<file path="config.mk">
export PLATFORM = sky130hd
export DESIGN_NAME = io_space_access_decoder
export DESIGN_NICKNAME = d
export VERILOG_FILES = /design/src/pkg/iod_pkg.sv /design/src/hdl/io_space_access_decoder.sv
export SDC_FILE = /design/constraint.sdc
export NUM_CORES = 1
export LEC_CHECK = 0
export ABC_AREA = 1
export BUFFER_PORTS_ARGS = -buffer_cell sky130_fd_sc_hd__buf_2
export CAP_MARGIN = 25
export CORE_MARGIN = 4
export CORE_UTILIZATION = 52
export DETAILED_ROUTE_END_ITERATION = 10
export PLACE_DENSITY_LB_ADDON = 0.05
export SLEW_MARGIN = 20
export SYNTH_ARGS = -nofsm -noshare
export SYNTH_HDL_FRONTEND = slang
export SYNTH_SLANG_ARGS = --single-unit
</file>
<file path="constraint.sdc">
create_clock -name clk -period 3.15 [get_ports clk]
set_input_delay 0.4725 -clock clk [delete_from_list [all_inputs] [get_ports clk]]
set_output_delay 0.4725 -clock clk [all_outputs]
set_load 0.005 [all_outputs]
</file>
<file path="src/pkg/iod_pkg.sv">
package iod_pkg;

    // Data-space layout
    localparam logic [15:0] IOD_IO_OFFSET = 16'h0020;
    localparam logic [15:0] IOD_STD_FIRST = 16'h0020;
    localparam logic [15:0] IOD_STD_LAST = 16'h005f;
    localparam logic [15:0] IOD_EXT_FIRST = 16'h0060;
    localparam logic [15:0] IOD_EXT_LAST = 16'h00ff;
    localparam logic [15:0] IOD_SRAM_NORMAL = 16'h0100;
    localparam logic [15:0] IOD_SRAM_COMPAT = 16'h0060;
    localparam logic [5:0] IOD_BIT_LAST_IO = 6'h1f;

    // Block-owned register locations
    localparam logic [7:0] IOD_STATUS_IDX = 8'h1e;
    localparam logic [15:0] IOD_XCTRL_A_ADDR = 16'h006d;
    localparam logic [15:0] IOD_XCTRL_B_ADDR = 16'h006c;

    // Reset values
    localparam logic [7:0] IOD_STATUS_RST = 8'h00;
    localparam logic [7:0] IOD_XCTRL_A_RST = 8'h00;
    localparam logic [7:0] IOD_XCTRL_B_RST = 8'h00;

    // Field positions in the two external memory control registers
    localparam int IOD_XA_WAITL_LSB = 0;
    localparam int IOD_XA_WAITU_LSB = 2;
    localparam int IOD_XA_SECT_LSB = 4;
    localparam int IOD_XB_MASK_LSB = 0;
    localparam int IOD_XB_KEEP_BIT = 7;

    typedef enum logic [2:0] {
        OP_LOAD = 3'h0,
        OP_STORE = 3'h1,
        OP_IN = 3'h2,
        OP_OUT = 3'h3,
        OP_BIT_SET = 3'h4,
        OP_BIT_CLEAR = 3'h5,
        OP_SKIP_ONE = 3'h6,
        OP_SKIP_ZERO = 3'h7
    } iod_op_t;

    typedef enum logic [1:0] {
        ST_IDLE = 2'b01,
        ST_WRITE = 2'b10
    } iod_state_t;

    typedef struct packed {
        logic valid;
        iod_op_t op;
        logic [15:0] addr;
        logic [7:0] wdata;
        logic [2:0] bitSel;
    } iod_req_t;

    typedef struct packed {
        logic done;
        logic refused;
        logic skip;
        logic [7:0] rdata;
    } iod_rsp_t;

    typedef struct packed {
        logic rd;
        logic wr;
        logic [7:0] index;
        logic [7:0] wdata;
    } iod_periph_t;

    typedef struct packed {
        logic sel;
        logic wr;
        logic [15:0] addr;
        logic [7:0] wdata;
    } iod_sram_t;

    typedef struct packed {
        logic [1:0] waitLower;
        logic [1:0] waitUpper;
        logic [2:0] sectorLimit;
        logic keeperOn;
        logic [2:0] highMask;
    } iod_xmem_t;

endpackage

</file>
<file path="src/hdl/io_space_access_decoder.sv">
`timescale 1ns/1ns
// Operation
// - Bit set and bit clear reach only I/O addresses 0 to 1F.
// - Skip-if-one and skip-if-zero test one bit of a low I/O register.
// - In and out transfers use I/O addresses 0 to 3F only.
// - A standard I/O register sits at its I/O address plus 20 in data space.
// - Loads and stores reach every I/O and peripheral location.
// - Extended window 60 to FF answers only to loads and stores.
// - In legacy mode the extended range becomes plain SRAM.
// - Flag bits clear on a written one and ignore a written zero.
// - Bit set and bit clear read the whole register and write all bits back.
// - Both memory control registers live in the extended window only.
// - Legacy mode offers wait codes 00 and 01, no sectors, no keeper.
// - Data space holds 32 working, 64 standard and 160 extended locations.
module io_space_access_decoder #(
    parameter logic [223:0] ASSIGNED_MAP = '1
) (
    input wire logic clk,
    input wire logic rst_n,
    input wire logic compatFuse,
    input wire logic compatWaitSel,
    input wire logic [7:0] flagSet,
    input wire iod_pkg::iod_req_t req,
    output logic reqReady,
    output iod_pkg::iod_rsp_t rsp,
    output iod_pkg::iod_periph_t periph,
    input wire logic [7:0] periphRdata,
    output iod_pkg::iod_sram_t sram,
    input wire logic [7:0] sramRdata,
    output iod_pkg::iod_xmem_t xmemCfg,
    output logic [7:0] statusFlags
);
    import iod_pkg::*;

    iod_state_t state_reg;
    iod_state_t state_next;
    logic compatMeta_reg;
    logic compatSync_reg;
    logic [7:0] status_reg;
    logic [7:0] xctrlA_reg;
    logic [7:0] xctrlB_reg;
    logic [7:0] heldIdx_reg;
    logic [7:0] heldData_reg;
    logic heldStatus_reg;
    logic heldPeriph_reg;
    iod_rsp_t rsp_reg;
    iod_xmem_t xmem_reg;

    logic ioForm, bitForm, rmwOp, isWrite, ioRange, legal, take;
    logic isStd, isExt, isSram, hitStatus, hitXa, hitXb, hitPeriph;
    logic [15:0] dataAddr;
    logic [7:0] regIdx, readVal, bitMask, rmwData;
    logic statusWr;
    logic [7:0] statusWdata;

    // Legacy fuse is a pin level, so it crosses two flops first
    always_ff @(posedge clk or negedge rst_n) begin
        if (!rst_n) begin
            compatMeta_reg <= 1'b0;
            compatSync_reg <= 1'b0;
        end else begin
            compatMeta_reg <= compatFuse;
            compatSync_reg <= compatMeta_reg;
        end
    end

    // Address decode
    always_comb begin
        ioForm = req.op inside {OP_IN, OP_OUT, OP_BIT_SET, OP_BIT_CLEAR,
                                OP_SKIP_ONE, OP_SKIP_ZERO};
        bitForm = req.op inside {OP_BIT_SET, OP_BIT_CLEAR,
                                 OP_SKIP_ONE, OP_SKIP_ZERO};
        rmwOp = req.op inside {OP_BIT_SET, OP_BIT_CLEAR};
        isWrite = req.op inside {OP_STORE, OP_OUT};
        ioRange = req.addr[15:6] == 10'h000;
        dataAddr = ioForm ? {10'h000, req.addr[5:0]} + IOD_IO_OFFSET
                          : req.addr;
        isStd = dataAddr >= IOD_STD_FIRST && dataAddr <= IOD_STD_LAST;
        isExt = !compatSync_reg && dataAddr >= IOD_EXT_FIRST
                && dataAddr <= IOD_EXT_LAST;
        isSram = dataAddr >= (compatSync_reg ? IOD_SRAM_COMPAT
                                             : IOD_SRAM_NORMAL);
        legal = ioForm ? (ioRange && (!bitForm
                          || req.addr[5:0] <= IOD_BIT_LAST_IO))
                       : (isStd || isExt || isSram);
        regIdx = 8'(dataAddr - IOD_IO_OFFSET);
        hitStatus = isStd && regIdx == IOD_STATUS_IDX;
        hitXa = isExt && dataAddr == IOD_XCTRL_A_ADDR;
        hitXb = isExt && dataAddr == IOD_XCTRL_B_ADDR;
        hitPeriph = (isStd || isExt) && !hitStatus && !hitXa && !hitXb
                    && ASSIGNED_MAP[regIdx];
    end

    // Read mux; working-register range and holes read zero
    always_comb begin
        if (hitStatus) begin
            readVal = status_reg;
        end else if (hitXa) begin
            readVal = xctrlA_reg;
        end else if (hitXb) begin
            readVal = xctrlB_reg;
        end else if (hitPeriph) begin
            readVal = periphRdata;
        end else if (isSram) begin
            readVal = sramRdata;
        end else begin
            readVal = 8'h00;
        end
        bitMask = 8'h01 << req.bitSel;
        rmwData = (req.op == OP_BIT_SET) ? (readVal | bitMask)
                                         : (readVal & ~bitMask);
    end

    assign take = req.valid && state_reg == ST_IDLE;
    assign reqReady = state_reg == ST_IDLE;

    // Peripheral strobes; the write-back cycle reuses the held index
    always_comb begin
        periph = '0;
        if (state_reg == ST_WRITE) begin
            periph.wr = heldPeriph_reg;
            periph.index = heldIdx_reg;
            periph.wdata = heldData_reg;
        end else begin
            periph.rd = take && legal && hitPeriph && !isWrite;
            periph.wr = take && legal && hitPeriph && isWrite;
            periph.index = regIdx;
            periph.wdata = req.wdata;
        end
    end

    // SRAM side, including the legacy extended range
    always_comb begin
        sram.sel = take && legal && isSram && !ioForm;
        sram.wr = isWrite;
        sram.addr = dataAddr;
        sram.wdata = req.wdata;
    end

    // Status flag write source: direct store or bit write-back
    always_comb begin
        statusWr = 1'b0;
        statusWdata = 8'h00;
        if (state_reg == ST_WRITE) begin
            statusWr = heldStatus_reg;
            statusWdata = heldData_reg;
        end else if (take && legal && hitStatus && isWrite) begin
            statusWr = 1'b1;
            statusWdata = req.wdata;
        end
    end

    // write one clears
    // A new event in the clearing cycle survives: set wins
    always_ff @(posedge clk or negedge rst_n) begin
        if (!rst_n) begin
            status_reg <= IOD_STATUS_RST;
        end else begin
            status_reg <= (status_reg & ~(statusWr ? statusWdata : 8'h00))
                          | flagSet;
        end
    end

    // Memory control registers; unreachable while legacy mode holds
    always_ff @(posedge clk or negedge rst_n) begin
        if (!rst_n) begin
            xctrlA_reg <= IOD_XCTRL_A_RST;
            xctrlB_reg <= IOD_XCTRL_B_RST;
        end else if (take && legal && isWrite) begin
            if (hitXa) begin
                xctrlA_reg <= req.wdata;
            end
            if (hitXb) begin
                xctrlB_reg <= req.wdata;
            end
        end
    end

    // legacy restrictions
    // Registered so the interface never sees a decode glitch
    always_ff @(posedge clk or negedge rst_n) begin
        if (!rst_n) begin
            xmem_reg <= '0;
        end else if (compatSync_reg) begin
            xmem_reg.waitLower <= {1'b0, compatWaitSel};
            xmem_reg.waitUpper <= {1'b0, compatWaitSel};
            xmem_reg.sectorLimit <= 3'h0;
            xmem_reg.keeperOn <= 1'b0;
            xmem_reg.highMask <= 3'h0;
        end else begin
            xmem_reg.waitLower <= xctrlA_reg[IOD_XA_WAITL_LSB +: 2];
            xmem_reg.waitUpper <= xctrlA_reg[IOD_XA_WAITU_LSB +: 2];
            xmem_reg.sectorLimit <= xctrlA_reg[IOD_XA_SECT_LSB +: 3];
            xmem_reg.keeperOn <= xctrlB_reg[IOD_XB_KEEP_BIT];
            xmem_reg.highMask <= xctrlB_reg[IOD_XB_MASK_LSB +: 3];
        end
    end

    // Sequencer: bit set and clear take a second cycle to write back
    always_comb begin
        state_next = state_reg;
        case (state_reg)
            ST_IDLE: begin
                if (take && legal && rmwOp) begin
                    state_next = ST_WRITE;
                end
            end
            ST_WRITE: begin
                state_next = ST_IDLE;
            end
            default: begin
                state_next = ST_IDLE;
            end
        endcase
    end

    always_ff @(posedge clk or negedge rst_n) begin
        if (!rst_n) begin
            state_reg <= ST_IDLE;
        end else begin
            state_reg <= state_next;
        end
    end

    // Write-back context, caught on every accepted request
    always_ff @(posedge clk or negedge rst_n) begin
        if (!rst_n) begin
            heldIdx_reg <= 8'h00;
            heldData_reg <= 8'h00;
            heldStatus_reg <= 1'b0;
            heldPeriph_reg <= 1'b0;
        end else if (take) begin
            heldIdx_reg <= regIdx;
            heldData_reg <= rmwData;
            heldStatus_reg <= legal && rmwOp && hitStatus;
            heldPeriph_reg <= legal && rmwOp && hitPeriph;
        end
    end

    // Answer register: one-cycle done pulse
    always_ff @(posedge clk or negedge rst_n) begin
        if (!rst_n) begin
            rsp_reg <= '0;
        end else begin
            rsp_reg <= '0;
            if (state_reg == ST_WRITE) begin
                rsp_reg.done <= 1'b1;
            end else if (take && !(legal && rmwOp)) begin
                rsp_reg.done <= 1'b1;
                rsp_reg.refused <= !legal;
                rsp_reg.rdata <= (legal && !isWrite) ? readVal : 8'h00;
                rsp_reg.skip <= legal
                    && req.op inside {OP_SKIP_ONE, OP_SKIP_ZERO}
                    && (readVal[req.bitSel] == (req.op == OP_SKIP_ONE));
            end
        end
    end

    assign rsp = rsp_reg;
    assign xmemCfg = xmem_reg;
    assign statusFlags = status_reg;
endmodule

</file>
# --- After elaboration in Yosys (flattened, before gate mapping) ---
# Memory sizes are Yosys's and may differ from the RTL's.
# Cells that the tools add are included.
word_totals:
  reg_bits: 68
  latch_bits: 0
  ram_bits: 0
  romBits: 256
  mem_count: 1
mem_list:
  columns: ["name", "words", "width", "rd", "rd_clocked_by_memory_dff", "wr", "line", "source"]
  rows:
  - ["(name not given)", 256, 1, 1, 0, 0, "io_space_access_decoder.sv:91", "&& ASSIGNED_MAP[regIdx];"]
op_classes:
  addsub: 2
  n_mul: 0
  div: 0
  n_lt_le_gt_ge: 8
  eq_ne: 14
  shift: 1
  muxes: 26
  bitwise_logic: 6
  n_reduce_logical: 49
op_table:
  columns: ["op", "n"]
  rows:
  - ["8-bit two-way mux", 10]
  - ["16-bit by 7-bit == test with 1-bit output (second input constant)", 2]
  - ["1-bit logical AND", 29]
  - ["11-bit two-way mux", 2]
  - ["17-bit two-way mux", 1]
  - ["8-bit AND", 2]
  - ["16-bit by 6-bit greater-or-equal comparator with 1-bit output (second input constant)", 1]
  - ["16-bit by 7-bit greater-or-equal comparator with 1-bit output (second input constant)", 1]
  - ["16-bit by 9-bit greater-or-equal comparator with 1-bit output", 1]
  - ["16-bit by 7-bit less-or-equal comparator with 1-bit output (second input constant)", 1]
  - ["16-bit by 8-bit less-or-equal comparator with 1-bit output (second input constant)", 1]
  - ["16-bit two-way mux", 1]
  - ["8-bit inverter", 2]
  - ["8-bit OR", 2]
  - ["3-bit == test (second input constant)", 4]
  - ["10-bit zero test", 1]
  - ["10-bit two-way mux", 1]
  - ["1-bit zero test", 9]
  - ["8-bit by 9-bit less-than comparator with 1-bit output (second input constant)", 1]
  - ["9-bit two-way mux", 1]
  - ["8-bit by 5-bit == test with 1-bit output (second input constant)", 1]
  - ["1-bit by 3-bit << shifter with 8-bit output (first input constant)", 1]
  - ["8-bit by 6-bit subtractor with 8-bit output (second input constant)", 1]
  - ["6-bit by 6-bit adder with 7-bit output (second input constant)", 1]
  - ["16 further kinds", 29]

# --- Longest topological paths before layout ---
# Gate-level depths: netlist (run 1).
logic_depth:
  word_depth: 21
  mapped_depth: 25

# --- Worst setup path after synthesis (run 1) ---
# No wires, ideal clock.
synth_timing:
  path_kind: "input to output"
  from: "input port req[28] in the netlist's numbering"
  to: "output port periph[16] in the netlist's numbering"
  t_arrival_ps: 2270
  t_required_ps: 2677
  slack_ps: 408
  cell_stages: 16
  cell_sequence: "nor2_4 -> buf_6 -> nand2_1 -> nand2_1 -> inv_1 -> ha_1 -> nand2_1 -> nor2_1 -> nand3b_4 -> nand2_2 -> inv_2 -> nand3_2 -> nand2_1 -> nor2_2 -> inv_2 -> o32ai_1"
synth_lines:
  columns: ["item", "line", "source"]
  rows:
  - ["from (decl)", "io_space_access_decoder.sv:23", "input wire iod_pkg::iod_req_t req,"]
  - ["to (decl)", "io_space_access_decoder.sv:26", "output iod_pkg::iod_periph_t periph,"]

==> flow_summary_export.csv, run 1 <==
group,metric,value,unit
global_routing,grt_pass1_vias,3929,
sta,whs,0.1166,ns
sta,fmax,0.3341,GHz
sta,setup_viol,0,
floorplanning,start_util,0.5358,
place,place.gp.congestion,0.9106,
critical_path,crit_required,2.68,ns
cts,clkTransAtPathRegs,0.09,ns
cts,cts.sinks,68,
sta,tightest_slew,0.5511,ns
synthesis,yosysUniqueCellTypes,39,
global_routing,grt_pass1_wl,19510,µm
floorplanning,io_pins,134,
place,numPortBuffers,133,
critical_path,endpoint_kind,"primary output",
synthesis,ys_warn_count,0,
floorplanning,die_h,97.46,µm
sta,relSlewSlack,0.6278,
synthesis,synth-seq-cells,68,
critical_path,r2r_start,"compatSync_reg",
cells_and_area,area_delta_synth_final,22.61,%
detailed_routing,remaining_drc_errors,0,
power,power.density,384.5,nW/µm²
synthesis,postSynthNetCount,630,
cts,cts_buffers,9,
sta,rsz0062_at_grt,"no",
critical_path,critPathLaunch,"req[29]",
floorplanning,dieArea,9498,µm²
cells_and_area,regArea,1703,µm²
place,dp_cells,790,
sta,hold_viol,0,
sta,finalCritPeriodShare,0.9502,
job,drv_cap,0,
detailed_routing,postRouteAntennaNets,0,
critical_path,r2r_setup_slack,0.50,ns
cells_and_area,drive_gt1_frac,0.3007,
min_path,hold_path_class,"input pin to asynchronous set/reset pin",
cts,clk_latency,0.36,ns
cells_and_area,antenna_cells,0,
global_routing,gr-total-overflow,0,
floorplanning,rows,32,
critical_path,ff2ff_path_depth,19,
critical_path,path_cells,"buf_2, inv_2, nand2_4, nand2_2, nand2_1, inv_1, ha_1, nand2_1, nor2_2, nand3b_4, nand2_4, inv_2, nand3_2, nand2_1, nor2_2, inv_2, o32ai_2, buf_2",
power,p_leak,2.817,nW
detailed_routing,vias_per_cell,5.170,
critical_path,critPathKind,"input pin to primary output",
floorplanning,core_area,7767,µm²
cells_and_area,multi_input_area,1958,µm²
outcome,outcome,"completed",
detailed_routing,routed_wl,11830,µm
critical_path,crit_path_top_delay_cell,"ha_1",
critical_path,reg2reg_to,"rsp[8]",
critical_path,crit_path_end,"periph[16]",
cells_and_area,fin_nets,764,
detailed_routing,dr_total_vias,4172,
sta,finalSetupTns,0,ns
cts,cts_tree,"done",
synthesis,syn_inst,566,
sta,setup_slack,0.1570,ns
critical_path,cp-start-kind,"input pin",
critical_path,path_max_fanout,5,
cts,htreeDepth,3,
global_routing,grt_max_degree,42,
global_routing,antenna_found_initial,0,
detailed_routing,dr.first_iter.drc_count,241,
sta,finalCriticalPeriod,2.993,ns
critical_path,critPathMaxStageDelay,0.29,ns
synthesis,ys_seq_area_frac,0.4092,
place,dp_worst_setup_slack,0.07327,ns
synthesis,synth_area_per_cell,7.352,µm²
cells_and_area,fillCellCount,720,
synthesis,netlist_area,4161,µm²
power,peakVddDrop,258.9,µV
sta,skew,0.01975,ns
cells_and_area,layout.cells.non_filler,807,
place,dpl.hpwl,9305,µm
cts,cts-root-buf,"clkbuf_8",
cts,hold_buffers,0,
cells_and_area,layout_commonest_cell,"buf_2",
cts,clk_path_buf_depth,2,
sta,slew_violations,0,
critical_path,arrival,2.52,ns
detailed_routing,first_pass_iters,5,
floorplanning,fp.dieW,97.46,µm
global_routing,track_usage,0.2544,
cells_and_area,most-common-layout-cells,"133 x buf_2, 121 x nand2_1, 78 x inv_1, 67 x dfrtp_1, 60 x nor2_1",
detailed_routing,wl_per_cell,14.66,µm
[cell usage after synthesis]
cell,number,area share
nand2_1,121,0.11
inv_1,78,0.070
dfrtp_1,67,0.40
nor2_1,62,0.056
o21ai_0,39,0.047
nand3_1,35,0.042
a21oi_1,20,0.024
o21ai_1,20,0.024
buf_4,14,0.025
o21bai_1,13,0.023
nand4_1,11,0.017
nand2_2,9,0.014
inv_2,8,0.0072
a21boi_0,7,0.013
nor2_2,7,0.011
buf_2,6,0.0072
clkbuf_1,6,0.0054
nand3_2,6,0.014
ha_1,5,0.015
nor3_1,4,0.0048
nand2_4,3,0.0081
nand3b_1,3,0.0054
a21oi_2,2,0.0042
buf_6,2,0.0054
clkinv_1,2,0.0018
nor2_4,2,0.0054
or2_0,2,0.0030
a21oi_4,1,0.0039
a22o_1,1,0.0021
a31oi_1,1,0.0015
buf_8,1,0.0036
dfstp_2,1,0.0063
nand3b_4,1,0.0048
nor3_4,1,0.0039
o211ai_1,1,0.0018
o22ai_1,1,0.0015
o32ai_1,1,0.0021
o41ai_1,1,0.0021
or2_1,1,0.0015
[through the flow]
step           cell area (µm²)  total power, W    util
2_1_floorplan             4161        0.001160       -
3_3_place_gp              4895        0.001314  0.6302
3_5_place_dp              4895        0.001319  0.6302
4_1_cts                   5070        0.001970  0.6527
5_1_grt                   5102        0.002066  0.6569
6_report                  5102        0.001962  0.6569
[cell families (layout without fill, tap and decap cells)]
| group | Yosys count | after routing | synth area share |
|---|---|---|---|
| AND/OR/NAND/NOR | 268 | 268 | 0.2992 |
| adder cells (fa/ha/maj) | 5 | 5 | 0.01503 |
| flip-flops | 68 | 68 | 0.4092 |
| AO/OA/AOI/OAI | 108 | 108 | 0.1503 |
| buffers and inverters | 117 | 256 | 0.1263 |
[cell type report]
cell class	count	area share
inverters	88	0.06474
clock inverters	7	0.01005
repair buffers	152	0.1584
clock buffers	9	0.02428
multi-input cells	381	0.3838
flip-flops and latches	68	0.3337
well taps	102	0.02501
[repair_timing]
action	4_1_cts	5_1_grt
buffers inserted	0	1
gates resized for setup	0	5
setup endpoints to repair	0	2
[power breakdown]
group	internal [W]	switching, W	leakage (nW)
logic	0.000145	0.000240	1.86
registers	0.000909	0.0000147	0.867
clock network	0.000288	0.000366	0.0856
total	0.00134	0.000621	2.82
[critical path: cells and delay by family]
| family | cells | cell delay (ns) |
|---|---|---|
| buffers and inverters | 6 | 0.59 |
| AOI/OAI and AO/OA | 1 | 0.20 |
| adders and majority gates | 1 | 0.29 |
| and+or+nand+nor | 10 | 0.97 |
[how the worst min path moves through the flow]
stage               slack [ns]  cells after the start              to
finish                    0.12                      2  statusFlags[3]
CTS                       0.13                      2  statusFlags[3]
global route              0.16                      2  statusFlags[3]
global placement          0.35                      0  compatSync_reg
detailed placement        0.35                      0  compatSync_reg
floorplan                 0.18                      0  compatMeta_reg
[per-layer routing]
layer / vias to the layer above / wire [µm] / global-route usage
li1: 2069 / - / -
met2: 196 / 5402 / 0.4017
met5: - / 0 / 0
met4: 0 / 178 / 0.06177
met3: 16 / 994 / 0.06246
met1: 1891 / 5257 / 0.3540
Power figures use the tool's default switching activity.
==> run 2, diff against run 1 <==
--- a/config.mk
+++ b/config.mk
@@ -8,8 +8,10 @@
 export ABC_AREA = 1
 export BUFFER_PORTS_ARGS = -buffer_cell sky130_fd_sc_hd__buf_2
 export CAP_MARGIN = 25
+export CELL_PAD_IN_SITES_DETAIL_PLACEMENT = 0
+export CELL_PAD_IN_SITES_GLOBAL_PLACEMENT = 1
 export CORE_MARGIN = 4
-export CORE_UTILIZATION = 52
+export CORE_UTILIZATION = 31
 export DETAILED_ROUTE_END_ITERATION = 10
 export PLACE_DENSITY_LB_ADDON = 0.05
 export SLEW_MARGIN = 20
==> flow_summary_export.csv, run 2 (synthesis results as in run 1) <==
group,metric,value,unit
global_routing,grt_pass1_wl,22060,µm
sta,rsz0062_at_grt,"no",
power,peakVddDrop,238.3,µV
place,numPortBuffers,133,
floorplanning,dieArea,15340,µm²
sta,finalCritPeriodShare,0.9255,
floorplanning,core_area,13190,µm²
cts,cts-root-buf,"clkbuf_16",
cts,clk_path_buf_depth,2,
critical_path,critical_path_buf_inv_count,4,
outcome,outcome,"completed",
cells_and_area,drive_gt1_frac,0.3124,
cts,cts.sinks,68,
global_routing,grt_max_degree,69,
critical_path,arrival,2.44,ns
cts,clk_latency,0.34,ns
cells_and_area,fin_nets,777,
critical_path,path_delay_family,"simple AND/OR/NAND/NOR gates",
detailed_routing,postRouteAntennaNets,0,
global_routing,antenna_found_initial,0,
detailed_routing,first_pass_iters,6,
job,drv_cap,0,
detailed_routing,remaining_drc_errors,0,
sta,setup_viol,0,
sta,slew_violations,0,
critical_path,endpoint_kind,"primary output",
sta,setup_slack,0.2347,ns
cells_and_area,layout_commonest_cell,"buf_2",
sta,finalSetupTns,0,ns
cells_and_area,area_delta_synth_final,29.37,%
place,place.gp.congestion,0.8741,
cts,cts_tree,"done",
critical_path,critPathKind,"input pin to primary output",
detailed_routing,dr.first_iter.drc_count,242,
detailed_routing,dr_total_vias,4115,
power,power.density,416.5,nW/µm²
cells_and_area,fillCellCount,1478,
place,dp_cells,875,
cells_and_area,multi_input_area,1966,µm²
floorplanning,start_util,0.3155,
sta,skew,0.006702,ns
power,p_leak,2.920,nW
cts,clkTransAtPathRegs,0.05,ns
sta,tightest_slew,0.9300,ns
critical_path,crit_required,2.68,ns
floorplanning,die_h,123.9,µm
floorplanning,io_pins,134,
global_routing,gr-total-overflow,0,
min_path,hold_path_class,"input pin to flop",
detailed_routing,wl_per_cell,15.72,µm
critical_path,path_max_fanout,9,
cts,cts_buffers,9,
critical_path,cp-start-kind,"input pin",
sta,relSlewSlack,0.3800,
critical_path,crit_path_top_delay_cell,"ha_1",
cells_and_area,most-common-layout-cells,"133 x buf_2, 120 x nand2_1, 78 x inv_1, 67 x dfrtp_1, 60 x nor2_1",
cts,htreeDepth,3,
detailed_routing,vias_per_cell,4.608,
sta,fmax,0.3430,GHz
cells_and_area,regArea,1703,µm²
detailed_routing,routed_wl,14040,µm
global_routing,grt_pass1_vias,4035,
place,dp_worst_setup_slack,0.07133,ns
sta,hold_viol,0,
critical_path,critPathMaxStageDelay,0.34,ns
cells_and_area,antenna_cells,0,
sta,finalCriticalPeriod,2.915,ns
critical_path,r2r_setup_slack,0.51,ns
place,dpl.hpwl,11090,µm
cells_and_area,layout.cells.non_filler,893,
critical_path,path_cells,"buf_2, nor2_4, nand2_2, nand2_4, inv_1, ha_1, nand2_1, nor2_1, nand2_1, nor2_1, nand3_1, nand3_4, buf_4, o32ai_2, buf_2",
floorplanning,fp.dieW,123.9,µm
sta,whs,0.2585,ns
floorplanning,rows,42,
global_routing,track_usage,0.1924,
run 2: report_power, final:
group	internal (W)	switching, W
Combinational	0.000162	0.000254
Sequential	0.000911	0.0000140
Clock	0.000523	0.000379
Total	0.00160	0.000646
run 2: timing repair:
| action | in CTS | in global routing |
|---|---|---|
| hold buffers | 0 | 0 |
| setup buffers | 0 | 3 |
| gates resized for setup | 0 | 6 |
| endpoints found under the setup margin | 0 | 2 |
run 2: worst reg2reg max path, delay by kind of cell, from the launching register on:
kind / cells / cell delay, ns
AOI/OAI and AO/OA: 2 / 0.23
adders and majority gates: 1 / 0.34
buffers and inverters: 5 / 0.64
DFF: 1 / 0.45
and+or+nand+nor: 9 / 0.87
run 2: layout make-up:
cell class,count,area share
multi-input cells,381,0.3651
clock buffers,10,0.04253
repair buffers,165,0.1683
flip-flops and latches,68,0.3163
clock inverters,5,0.005578
inverters,88,0.06135
well taps,176,0.04090
run 2: stage by stage:
step,area [µm²],utilization,total power [W]
after floorplan,4161,-,0.001160
after global placement,5072,0.3846,0.001352
after detailed placement,5072,0.3846,0.001350
after CTS,5331,0.4042,0.002278
after global routing,5384,0.4082,0.002385
final,5384,0.4082,0.002242
run 2: final timing paths:
| check | startpoint | to | cells past startpoint |
|---|---|---|---|
| setup / recovery | req[29] | periph[16] | 15 |
| hold / removal | compatFuse | compatMeta_reg | 1 |
| setup reg to reg | compatSync_reg | statusFlags[5] | 17 |
| hold reg to reg | compatMeta_reg | compatSync_reg | 0 |
| max in group asynchronous | rst_n | xmemCfg[7] | 2 |
| min in group asynchronous | rst_n | heldIdx_reg[4] | 2 |
run 2: routing by layer:
metal | vias to the layer above | routed length (µm) | global-route usage | part of all wire
li1 | 2089 | - | - | -
met3 | 10 | 750 | 0.05223 | 0.053
met5 | - | 0 | 0 | 0
met4 | 0 | 180 | 0.04983 | 0.013
met1 | 1908 | 6840 | 0.2738 | 0.49
met2 | 108 | 6270 | 0.2886 | 0.45
==> run 3, diff against run 2 <==
--- a/config.mk
+++ b/config.mk
@@ -13,7 +13,7 @@
 export CORE_MARGIN = 4
 export CORE_UTILIZATION = 31
 export DETAILED_ROUTE_END_ITERATION = 10
-export PLACE_DENSITY_LB_ADDON = 0.05
+export PLACE_DENSITY_LB_ADDON = 0.1
 export SLEW_MARGIN = 20
 export SYNTH_ARGS = -nofsm -noshare
 export SYNTH_HDL_FRONTEND = slang
==> flow_summary_export.csv, run 3 (synthesis results as in run 1) <==
group,metric,value,unit
outcome,outcome,"completed",
cts,clkTransAtPathRegs,0.05,ns
floorplanning,die_h,123.9,µm
power,switching_share,0.2812,
cts,cts_buffers,9,
cells_and_area,final_core_util,0.4122,
cells_and_area,antenna_cells,0,
critical_path,ff2ff_path_depth,16,
global_routing,gr-total-overflow,0,
sta,tightest_slew,0.9019,ns
cts,cts.sinks,68,
critical_path,crit_path_end,"periph[16]",
power,p_leak,2.940,nW
cts,clk_path_buf_depth,2,
sta,finalSetupTns,0,ns
detailed_routing,dr.first_iter.drc_count,239,
cells_and_area,most-common-layout-cells,"132 x buf_2, 120 x nand2_1, 78 x inv_1, 67 x dfrtp_1, 60 x nor2_1",
floorplanning,start_util,0.3155,
floorplanning,rows,42,
critical_path,endpoint_kind,"primary output",
sta,hold_viol,0,
detailed_routing,routed_wl,13750,µm
cts,clk_latency,0.34,ns
critical_path,r2r_start,"compatSync_reg",
cells_and_area,regArea,1703,µm²
global_routing,grt_max_degree,69,
floorplanning,core_area,13190,µm²
detailed_routing,dr_total_vias,4146,
detailed_routing,remaining_drc_errors,0,
cts,cts-root-buf,"clkbuf_16",
critical_path,path_max_fanout,5,
floorplanning,fp.dieW,123.9,µm
sta,finalCritPeriodShare,0.9595,
critical_path,arrival,2.55,ns
power,p_comb_frac,0.178,
cells_and_area,drive_gt1_frac,0.3148,
detailed_routing,vias_per_cell,4.638,
sta,setup_viol,0,
cells_and_area,layout_commonest_cell,"buf_2",
power,p_sw,0.0006596,W
cells_and_area,area_delta_synth_final,30.64,%
sta,slew_violations,0,
sta,fmax,0.3309,GHz
sta,relSlewSlack,0.3987,
cells_and_area,multi_input_area,1966,µm²
cells_and_area,fin_nets,777,
global_routing,grt_pass1_vias,3975,
global_routing,grt_pass1_wl,21160,µm
critical_path,crit_required,2.68,ns
sta,finalCriticalPeriod,3.022,ns
floorplanning,dieArea,15340,µm²
cts,hold_buffers,0,
cts,cts_tree,"done",
detailed_routing,postRouteAntennaNets,0,
floorplanning,io_pins,134,
detailed_routing,wl_per_cell,15.38,µm
detailed_routing,first_pass_iters,4,
global_routing,antenna_found_initial,0,
sta,skew,0.007665,ns
place,dpl.hpwl,10780,µm
place,numPortBuffers,133,
critical_path,reg2reg_to,"statusFlags[5]",
cts,htreeDepth,3,
critical_path,critPathKind,"input pin to primary output",
power,peakVddDrop,282.9,µV
critical_path,cp-start-kind,"input pin",
power,p_int,0.001686,W
global_routing,track_usage,0.1827,
min_path,hold_path_class,"input pin to flop",
power,clkPwrFrac,0.428,
power,power_frac_seq,0.394,
critical_path,r2r_setup_slack,0.57,ns
place,place.gp.congestion,0.9287,
power,power.density,431.5,nW/µm²
critical_path,critPathLaunch,"req[29]",
job,drv_cap,0,
cells_and_area,fillCellCount,1406,
-- run 3: worst max-delay path, cell delays in order --
cell and delay [ns]:
clkbuf_4 0.15, nor2_4 0.14, buf_4 0.13, nand2_2 0.05
nand2_4 0.06, inv_1 0.07, ha_1 0.28, nand2_1 0.06
nor2_2 0.13, nand3b_4 0.09, nand2_2 0.09, inv_2 0.05
nand3_2 0.07, nand2_2 0.09, nor2_4 0.14, inv_2 0.09
o32ai_2 0.21, buf_2 0.16
-- run 3: routing by layer --
metal,share of wire,GRT usage,vias to the layer above
li1,-,-,2094
met1,0.48,0.2596,1927
met2,0.45,0.2771,107
met3,0.055,0.03678,18
met4,0.017,0.06159,0
met5,0,0,-
-- run 3: area by class of cell --
type,count,area share
Multi-Input combinational cell,381,0.3616
Sequential cell,68,0.3132
Timing Repair Buffer,165,0.1701
Inverter,88,0.06076
Clock buffer,10,0.04212
Tap cell,176,0.04051
Clock inverter,6,0.01174
-- run 3: through the flow --
stage               area, µm²  setup slack [ns]  instances  hold WS [ns]  total power, W
floorplan                4161            0.4075        566        0.1769        0.001160
global placement         5100           0.06308        877        0.3337        0.001355
detailed placement       5100           0.01980        877        0.3380        0.001354
CTS                      5393           0.05099        893        0.2409        0.002379
global route             5436          -0.01039        894        0.2405        0.002479
finish                   5436            0.1276        894        0.2549        0.002346
-- run 3: power by group through the flow --
stage / clock (W) / sequential, W / combinational [W]
2_1_floorplan: 0 / 0.000938 / 0.000222
3_3_place_gp: 0 / 0.000939 / 0.000416
5_1_grt: 0.00108 / 0.000928 / 0.000472
3_5_place_dp: 0 / 0.000940 / 0.000414
4_1_cts: 0.00104 / 0.000925 / 0.000416
6_report: 0.00100 / 0.000925 / 0.000417
-- run 3: how the worst min path moves through the flow --
stage	start	to	slack, ns	cells past startpoint
finish	compatFuse	compatMeta_reg	0.25	1
global route	compatFuse	compatMeta_reg	0.24	1
CTS	compatFuse	compatMeta_reg	0.24	1
detailed placement	compatMeta_reg	compatSync_reg	0.34	0
global placement	compatMeta_reg	compatSync_reg	0.33	0
floorplan	rst_n	compatMeta_reg	0.18	0
-- run 3: repair_timing --
item                                    4_1_cts  5_1_grt
buffers inserted                              0        1
endpoints found under the setup margin        0        2
resized for setup                             0        8
